--- src/core/isf_pkg.sv ---
// constants and carrier types of the spike filter and repeated start clear block
//
// Overview of operation
// - Pulses on clock or data no longer than the glitch length are removed.
// - Glitch length accepts writes only while the controller is disabled.
// - Writing zero to the glitch length stores one instead.
// - Reading the clear register clears repeated start flag, returns it in bit 0.
package isf_pkg;
	// ----------------------------------------
	// register offsets (byte addresses)
	// ----------------------------------------
	localparam logic [7:0] ISF_CTRL_OFS = 8'h6C;
	localparam logic [7:0] ISF_IRQ_EN_OFS = 8'h30;
	localparam logic [7:0] ISF_RAW_STAT_OFS = 8'h34;
	localparam logic [7:0] ISF_IRQ_CLR_OFS = 8'h40;
	localparam logic [7:0] ISF_STD_FAST_OFS = 8'hA0;
	localparam logic [7:0] ISF_HIGH_SPEED_OFS = 8'hA4;
	localparam logic [7:0] ISF_RESTART_CLR_OFS = 8'hA8;

	// ----------------------------------------
	// fields and reset values
	// ----------------------------------------
	localparam int ISF_CTRL_EN_BIT = 0;
	localparam int ISF_SPIKE_BIT = 0;
	localparam int ISF_RESTART_BIT = 12;
	localparam int ISF_STAT_W = 13;
	localparam int ISF_LEN_W = 8;
	localparam logic [7:0] ISF_LEN_RST = 8'h00;
	localparam logic [7:0] ISF_LEN_MIN = 8'h01;
	localparam logic [12:0] ISF_STAT_RST = 13'h0000;
	localparam int ISF_SCL = 0;
	localparam int ISF_SDA = 1;

	// apb request as seen by the slave
	typedef struct packed
	{
		logic psel;
		logic penable;
		logic pwrite;
		logic [7:0] paddr;
		logic [31:0] pwdata;
	} isf_apb_req_t;

	// apb answer
	typedef struct packed
	{
		logic [31:0] prdata;
		logic pready;
		logic pslverr;
	} isf_apb_rsp_t;
endpackage

--- src/core/isf_spike_filter.sv ---
// glitch filter, repeated start detector and their registers behind apb
`timescale 1ns/100ps
`default_nettype none
module isf_spike_filter
(
	input wire logic core_clk, // 100 MHz clock
	input wire logic rst_n, // synchronous reset, active low
	input wire logic ce, // clock enable, freezes all state when low
	input wire isf_pkg::isf_apb_req_t apbReq, // apb request
	output var isf_pkg::isf_apb_rsp_t apbRsp, // apb answer
	input wire logic sclIn, // clock line level from the pin
	input wire logic sdaIn, // data line level from the pin
	output logic sclFilt, // filtered clock line
	output logic sdaFilt, // filtered data line
	output logic ctrlEnable, // controller enable bit
	output logic irq // level interrupt
);
	import isf_pkg::*;

	// ----------------------------------------
	// state
	// ----------------------------------------
	typedef struct packed
	{
		logic [7:0] glitchLimit;
		logic ctrlEn;
		logic [12:0] rawStatus;
		logic [12:0] irqEnable;
		logic [1:0] sync1;
		logic [1:0] sync2;
		logic [1:0] filt;
		logic [1:0][7:0] cnt;
		logic busBusy;
		logic irqOut;
		isf_apb_rsp_t rsp;
	} isf_state_t;

	isf_state_t st;
	isf_state_t next_st;
	logic access;
	logic done;
	logic [7:0] addr;
	logic [12:0] events;
	logic [12:0] clrMask;
	logic startCond;
	logic stopCond;

	// ----------------------------------------
	// next state
	// ----------------------------------------
	always_comb
	begin
		next_st = st;
		access = apbReq.psel && apbReq.penable;
		done = access && st.rsp.pready;
		addr = apbReq.paddr;
		events = ISF_STAT_RST;
		clrMask = ISF_STAT_RST;

		// two stage synchronisers, then length-qualified change
		next_st.sync1 = {sdaIn, sclIn};
		next_st.sync2 = st.sync1;
		for (int i = 0; i < 2; i++)
		begin
			if (st.sync2[i] == st.filt[i])
				next_st.cnt[i] = 8'h00;
			else if (st.cnt[i] >= st.glitchLimit)
			begin
				next_st.filt[i] = st.sync2[i];
				next_st.cnt[i] = 8'h00;
			end
			else
				next_st.cnt[i] = st.cnt[i] + 8'h01;
		end

		// a pulse that dies before qualifying counts as a suppressed spike
		for (int i = 0; i < 2; i++)
		begin
			if (st.sync2[i] == st.filt[i] && st.cnt[i] != 8'h00)
				events[ISF_SPIKE_BIT] = 1'b1;
		end

		// start and stop on the filtered lines
		startCond = st.filt[ISF_SDA] && !next_st.filt[ISF_SDA]
			&& st.filt[ISF_SCL] && next_st.filt[ISF_SCL];
		stopCond = !st.filt[ISF_SDA] && next_st.filt[ISF_SDA]
			&& st.filt[ISF_SCL] && next_st.filt[ISF_SCL];
		if (startCond)
			next_st.busBusy = 1'b1;
		else if (stopCond)
			next_st.busBusy = 1'b0;
		events[ISF_RESTART_BIT] = startCond && st.busBusy;

		// apb: one wait cycle, read data prepared on the first access cycle
		next_st.rsp.pready = access && !st.rsp.pready;
		next_st.rsp.pslverr = 1'b0;
		next_st.rsp.prdata = 32'h0000_0000;
		if (access && !st.rsp.pready && !apbReq.pwrite)
		begin
			unique case (addr)
				ISF_CTRL_OFS: next_st.rsp.prdata[ISF_CTRL_EN_BIT] = st.ctrlEn;
				ISF_IRQ_EN_OFS: next_st.rsp.prdata[12:0] = st.irqEnable;
				ISF_RAW_STAT_OFS: next_st.rsp.prdata[12:0] = st.rawStatus;
				ISF_IRQ_CLR_OFS: next_st.rsp.prdata = 32'h0000_0000;
				ISF_STD_FAST_OFS: next_st.rsp.prdata[7:0] = st.glitchLimit;
				ISF_HIGH_SPEED_OFS: next_st.rsp.prdata = 32'h0000_0000;
				ISF_RESTART_CLR_OFS: next_st.rsp.prdata[0] = st.rawStatus[ISF_RESTART_BIT];
				default: next_st.rsp.pslverr = 1'b1;
			endcase
		end
		else if (access && !st.rsp.pready)
		begin
			unique case (addr)
				ISF_CTRL_OFS, ISF_IRQ_EN_OFS, ISF_RAW_STAT_OFS, ISF_IRQ_CLR_OFS,
				ISF_STD_FAST_OFS, ISF_HIGH_SPEED_OFS, ISF_RESTART_CLR_OFS:
					next_st.rsp.pslverr = 1'b0;
				default: next_st.rsp.pslverr = 1'b1;
			endcase
		end

		// register effects at the completing edge
		if (done && apbReq.pwrite)
		begin
			unique case (addr)
				ISF_CTRL_OFS: next_st.ctrlEn = apbReq.pwdata[ISF_CTRL_EN_BIT];
				ISF_IRQ_EN_OFS: next_st.irqEnable = apbReq.pwdata[12:0];
				ISF_IRQ_CLR_OFS: clrMask = apbReq.pwdata[12:0];
				ISF_STD_FAST_OFS:
				begin
					if (!st.ctrlEn)
					begin
						if (apbReq.pwdata[7:0] < ISF_LEN_MIN)
							next_st.glitchLimit = ISF_LEN_MIN;
						else
							next_st.glitchLimit = apbReq.pwdata[7:0];
					end
				end
				default: clrMask = ISF_STAT_RST; // high speed limit and others: no effect
			endcase
		end
		else if (done && addr == ISF_RESTART_CLR_OFS)
			clrMask[ISF_RESTART_BIT] = st.rsp.prdata[0];

		// sticky status, a new event wins over a clear
		next_st.rawStatus = (st.rawStatus & ~clrMask) | events;
		next_st.irqOut = |(next_st.rawStatus & next_st.irqEnable);
	end

	// ----------------------------------------
	// state register
	// ----------------------------------------
	always_ff @(posedge core_clk)
	begin
		if (!rst_n)
		begin
			st <= '0;
			st.glitchLimit <= ISF_LEN_RST;
			st.sync1 <= 2'h3;
			st.sync2 <= 2'h3;
			st.filt <= 2'h3;
		end
		else if (ce)
			st <= next_st;
	end

	// outputs straight from state
	assign apbRsp = st.rsp;
	assign sclFilt = st.filt[ISF_SCL];
	assign sdaFilt = st.filt[ISF_SDA];
	assign ctrlEnable = st.ctrlEn;
	assign irq = st.irqOut;

	// ----------------------------------------
	// checks
	// ----------------------------------------
	short_pulse_a: assert property (@(posedge core_clk) disable iff (!rst_n)
		st.sync2[ISF_SDA] != st.filt[ISF_SDA] && st.cnt[ISF_SDA] < st.glitchLimit
		|=> $stable(st.filt[ISF_SDA]))
		else $error("short data pulse passed the filter");
	limit_lock_a: assert property (@(posedge core_clk) disable iff (!rst_n)
		st.ctrlEn && $past(st.ctrlEn) |-> $stable(st.glitchLimit))
		else $error("glitch length changed while enabled");
	limit_floor_a: assert property (@(posedge core_clk) disable iff (!rst_n)
		ce && done && apbReq.pwrite && addr == ISF_STD_FAST_OFS && !st.ctrlEn
		&& apbReq.pwdata[7:0] == 8'h00 |=> st.glitchLimit == ISF_LEN_MIN)
		else $error("zero glitch length was stored");
	restart_clear_a: assert property (@(posedge core_clk) disable iff (!rst_n)
		ce && done && !apbReq.pwrite && addr == ISF_RESTART_CLR_OFS && apbRsp.prdata[0]
		&& !events[ISF_RESTART_BIT] |=> !st.rawStatus[ISF_RESTART_BIT])
		else $error("repeated start flag survived its clear read");
	high_speed_zero_a: assert property (@(posedge core_clk) disable iff (!rst_n)
		done && !apbReq.pwrite && addr == ISF_HIGH_SPEED_OFS |-> apbRsp.prdata == 32'h0000_0000)
		else $error("high speed limit read nonzero");
endmodule
`default_nettype wire

--- config.mk ---
export PLATFORM = sky130hd
export DESIGN_NAME = isf_spike_filter
export DESIGN_NICKNAME = d
export VERILOG_FILES = /design/src/core/isf_pkg.sv /design/src/core/isf_spike_filter.sv
export SDC_FILE = /design/constraint.sdc
export NUM_CORES = 1
export LEC_CHECK = 0
export ABC_CLOCK_PERIOD_IN_PS = 2850
export BUFFER_PORTS_ARGS = -buffer_cell sky130_fd_sc_hd__clkbuf_2
export CORE_UTILIZATION = 50
export DETAILED_ROUTE_END_ITERATION = 8
export PLACE_DENSITY = 0.74
export SETUP_SLACK_MARGIN = 0.02
export SLEW_MARGIN = 30
export SYNTH_ARGS = -nofsm -noshare
export SYNTH_HDL_FRONTEND = slang
export SYNTH_SLANG_ARGS = --single-unit
--- constraint.sdc ---
create_clock -name core_clk -period 2.85 [get_ports core_clk]
set_clock_uncertainty 0.2 [all_clocks]
set_input_delay 0.4275 -clock core_clk [delete_from_list [all_inputs] [get_ports core_clk]]
set_output_delay 0.4275 -clock core_clk [all_outputs]
set_load 0.1 [all_outputs]
## Yosys cells after proc, flatten, opt, wreduce, memory -nomap -nowiden

Index checks and enable logic that the tools add are counted.

- Register bits after elaboration: 93
- Input bits: 48
- Logic and storage cells: 86
- Output and inout bits: 38

- Multiplexer cells: 26
- Equal/unequal tests: 9
- Reduce and logical (&&, ||, !) cells: 27
- $lt $le $gt $ge: 3
- $add $sub $neg: 2
- Bitwise gates (word level): 5

Operators by type and width:

| operator | number |
|---|---|
| 13-bit 2-to-1 mux | 4 |
| 8-bit 2-to-1 mux | 5 |
| 13-bit AND | 2 |
| 8-bit equality test (second input constant) | 3 |
| 7-bit case mux with 3 select lines | 1 |
| 8-bit by 1-bit adder with 8-bit output (second input constant) | 2 |
| 8-bit by 6-bit equality test with 1-bit output (second input constant) | 2 |
| 8-bit by 7-bit equality test with 1-bit output (second input constant) | 2 |
| 8-bit greater-or-equal comparator | 2 |
| 8-bit nonzero test | 2 |
| 1-bit logical AND | 15 |
| 1-bit 2-to-1 mux | 13 |
| 13-bit NOT | 1 |
| 13-bit bitwise OR | 1 |
| 13-bit OR reduction | 1 |
| 12-bit 2-to-1 mux | 1 |
| 5-bit case mux with 2 select lines | 1 |
| 8-bit by 1-bit less-than comparator with 1-bit output (second input constant) | 1 |
| 7-bit OR reduction | 1 |
| 1-bit case mux with 5 select lines | 1 |
| 1-bit zero test | 4 |
| 4-bit AND reduction | 1 |
| 3-bit AND reduction | 1 |
| 1-bit equality test | 2 |
| 3 further kinds | 3 |

## Longest topological paths before layout

- Depth after elaboration: 11
- Gate-level depth with buffers: 10
- Depth with buffers taken out: 9

## Worst setup path after synthesis

OpenSTA, ideal clock, no wires.

- Kind: reg-to-reg
- Start point: register st[36] (netlist name)
- End point: register st[42] (netlist name)
- Path buffers: 0
- Required time: 2.559 ns
- Library setup time: 0.091 ns
- Data arrival time: 2.193 ns
- Period minus slack after synthesis: 2.484 ns
- Stages on the path, launching flop included: 10
- Slack: 0.366 ns
- Path through: dfxtp_1 > inv_1 > ha_1 > nand2b_1 > a2111o_1 > a31oi_1 > o21ai_1 > nor2_2 > a41oi_1 > a311oi_1

- Word-level cells in the longest chain between the ends: 3
- Elaborated cells on any way between the ends: 4
- Those cells by class: add/sub: 1; order compare: 1; mux: 2

Ends and longest elaborated chain:

| what | line | text |
|---|---|---|
| from (decl) | isf_spike_filter.sv:38 | `isf_state_t st;` |
| from (signal assigned) | isf_spike_filter.sv:163 | `st <= next_st;` |
| 8-bit by 1-bit adder with 8-bit output / 8-bit greater-or-equal comparator (equally long branches) | isf_spike_filter.sv:73, isf_spike_filter.sv:67 |  |
| 8-bit 2-to-1 mux * | isf_spike_filter.sv:67 | `else if (st.cnt[i] >= st.glitchLimit)` |
| 8-bit 2-to-1 mux * | isf_spike_filter.sv:65 | `if (st.sync2[i] == st.filt[i])` |

Mark *: on every way between the ends. The rest lies on a longest branch, timed or not.
A chain may end at the register's enable or synchronous reset.

## Worst setup path in the final report

- Start point: register st[36] (netlist name)
- End point: register st[35] (netlist name)

- Word-level cells in the longest chain between the ends: 6
- Elaborated cells on any way between the ends: 8
- Those cells by class: order compare: 1; mux: 3; reduce/logical: 4

Ends and longest elaborated chain:

| what | line |
|---|---|
| 8-bit greater-or-equal comparator * | isf_spike_filter.sv:67 |
| 1-bit 2-to-1 mux * | isf_spike_filter.sv:67 |
| 1-bit 2-to-1 mux * | isf_spike_filter.sv:65 |
| 1-bit logical AND (on tied branches) | isf_spike_filter.sv:85, isf_spike_filter.sv:87 |
| 2-bit nonzero test (no source line) | n/a |
| 2-bit AND reduction (no source line) | n/a |

Marks and branches as above.

==> metrics.md <==
| Metric | Value |
|---|---|
| Count of cell types in the netlist | `59` |
| Critical-path top delay cell | `a2111o_1` |
| Worst Hold End | `next_st[54]` |
| Hold WC Path Type | `input port to register` |
| Worst setup EP type | `register` |
| Routability cong. | `0.844` |
| Core Footprint | `0.00789 mm2` |
| Die Ht | `93.1 um` |
| Final Setup Violations | `0` |
| Post-synth top area cell | `dfxtp_1` |
| Status | `complete, no violations` |
| Hold path startpoint | `sclIn` |
| Post-DRT Antenna Nets | `0` |
| DR vias | `3724` |
| Async SR Flop Fraction | `0` |
| Measured slew at the worst slew-check pin | `0.618 ns` |
| PortBufs | `47` |
| Power density cells | `roughly 480 mW/mm2` |
| H-tree depth | `3` |
| Tightest hold margin | `0.0870 ns` |
| Ranking of synthesized cells by area | `dfxtp_1 (36%), a21oi_1 (6.6%), nand2_1 (6.4%)` |
| Layout area overhead | `10.5%` |
| FF-to-FF path depth | `10` |
| Peak VDD IR | `0.000357 V` |
| Synth Register Bits | `74` |
| Final antenna diode count | `0` |
| Net count, final | `just over 600` |
| Worst R2R Setup Slack | `0.14 ns` |
| Hold Path Stages | `3` |
| Yosys warns | `0` |
| Global-route wire length before repair | `16.3 mm` |
| Starting Density | `0.526` |
| Cell with the most instances after synthesis | `dfxtp_1` |
| Syn Area/Cell | `8.17 um2` |
| Number of buffers created by CTS | `9` |
| Seq/Total Area, Yosys | `0.357` |
| Cells along the critical path | `inv_1 > ha_1 > nand2b_1 > a2111o_1 > a31oi_1 > o21ai_1 > buf_4 > a211oi_1 > mux2i_1 > a21oi_1` |
| Post-route minimum period | `2.71 ns` |
| Max incr delay on CP | `0.41 ns` |
| WP data required | `2.87 ns` |
| Layout cells sized above 1 | `0.190` |
| CTS tree | `done` |
| Leakage | `1.86 nW` |
| R2r endpoint | `st[35]` |
| Part of the cycle the worst path needs | `0.950` |
| Dpl hpwl | `7.18 mm` |
| CP arrival | `2.72 ns` |
| Fin area | `0.00459 mm2` |
| Final hold violation count | `0` |
| DR pass1 iterations | `6` |
| Ys flop type | `dfxtp_1` |
| Drt drc | `0` |
| Setup_tns | `0 ns` |
| Remaining global-route overflow | `0` |
| RSZ-0062 raised after global routing | `true` |
| Worst slew margin | `0.588` |
| Max Clk Rate | `roughly 370 MHz` |
| Drt via density | `5.73` |
| R2r startpoint | `st[36]` |
| Worst-path clk slew | `about 0.080 ns` |
| Max-slew violation count | `0` |
| Detail-routed net length per standard cell | `roughly 15 um` |
| Row count | `32` |
| Crit Path Max Fanout | `7` |
| Vias in the first global route | `3439` |
| EDFF count, synth | `0` |
| Cell area after synthesis | `0.00415 mm2` |
| Worst setup SP type | `register` |
| Clk buf depth | `2` |
| Commonest cells post-synth | `dfxtp_1 (74), nand2_1 (71), a21oi_1 (55)` |
| Number of DRC markers in iteration 0 | `330` |
| DP Area | `0.00436 mm2` |
| Clk_lat worst skew | `0.35 ns` |
| Max Cap Viol | `0` |
| Largest net degree at the start of global routing | `58` |
| Post-Syn Instances | `508` |
| Die ar. | `0.00867 mm2` |
| Final non-filler cell total | `650` |
| Initial antenna violation count | `0` |
| Boundary Pins | `86` |
| Top-area cell type share of the netlist area | `0.357` |
| Total GRT Usage | `0.241` |
| Critical path type | `register to register` |
| Root Driver | `clkbuf_8` |
| CTS sink count | `74` |
| DIE WIDTH | `93.1 um` |
| Placed Cells | `635` |
| DRT Wirelength | `9.95 mm` |
## where the power goes
part           internal (mW)  total [mW]  switching [mW]  leakage [nW]
clock network          0.511       0.902           0.392         0.112
registers               1.04        1.05         0.00776         0.598
logic                 0.0397       0.249           0.210          1.15
total                   1.59        2.20           0.609          1.86
## area by class of cell
type	instances	area [um2]
Clock buffer	10	138
Clock inverter	5	78.8
Fill cell	720	3300
Inverter	20	75.1
Multi-Input combinational cell	372	2300
Sequential cell	74	1480
Tap cell	102	128
Timing Repair Buffer	67	385
## flip-flops by register name, summed over array words and instances, names as in the netlist
register    flops
st             53
ctrlEnable      1
irq             1
next_st         2
sclFilt         1
sdaFilt         1
apbRsp         15
## worst max-delay path, delay by kind of cell (launching register included)
family / cells / cell delay, ns
adder cells (fa/ha/maj): 1 / 0.30
buffers and inverters: 2 / 0.29
multiplexers: 1 / 0.22
AND/OR/NAND/NOR: 1 / 0.14
flip-flops: 1 / 0.35
AO/OA/AOI/OAI: 5 / 1.09
## through the flow
stage | power, mW | util | worst slack (ns)
finish | 2.20 | 0.582 | 0.143
CTS | 2.21 | 0.581 | 0.0442
global placement | 1.32 | 0.553 | 0.178
global route | 2.27 | 0.582 | 0.00448
floorplan | 1.29 | - | 0.366
detailed placement | 1.32 | 0.553 | 0.0670
## cell usage in the layout, fill, tap and decap left out, drive strengths merged, types with 12 or more instances in the layout
master	count
a21oi	55
mux2i	18
buf	20
ha	20
clkbuf	57
nor3	12
o21ai	14
nor2	49
inv	20
conb	19
dfxtp	74
nand2	71
## worst max path at each step
stage                     startpoint      to  slack (ns)
final                         st[36]  st[35]        0.14
after global placement    apbReq[33]     irq        0.18
after global routing          st[36]  st[35]       0.004
after floorplan               st[36]  st[42]        0.37
after CTS                     st[36]     irq        0.04
after detailed placement      st[36]     irq        0.07
## layer usage
metal  up-vias  track usage  share of wire
li1       1829            -              -
met1      1718        0.344           0.48
met2       158        0.357           0.42
met3        19       0.0472          0.073
met4         0       0.0923          0.019
met5         -            0              0
## timing repair
item	in CTS	in global routing
hold buffers	0	0
setup buffers	0	0
gates resized for setup	0	3
setup endpoints to repair	0	2
hold endpoints to repair	0	0
## logic make-up after synthesis
logic type / count (synthesis) / share of synthesized area
XOR/XNOR: 3 / 0.00633
AO/OA/AOI/OAI: 126 / 0.198
other: 1 / 0.000903
buffers and inverters: 80 / 0.108
flip-flops: 74 / 0.357
AND/OR/NAND/NOR: 182 / 0.215
adder cells (fa/ha/maj): 20 / 0.0603
multiplexers: 22 / 0.0542
No activity file was read; power rests on OpenSTA's default activity.
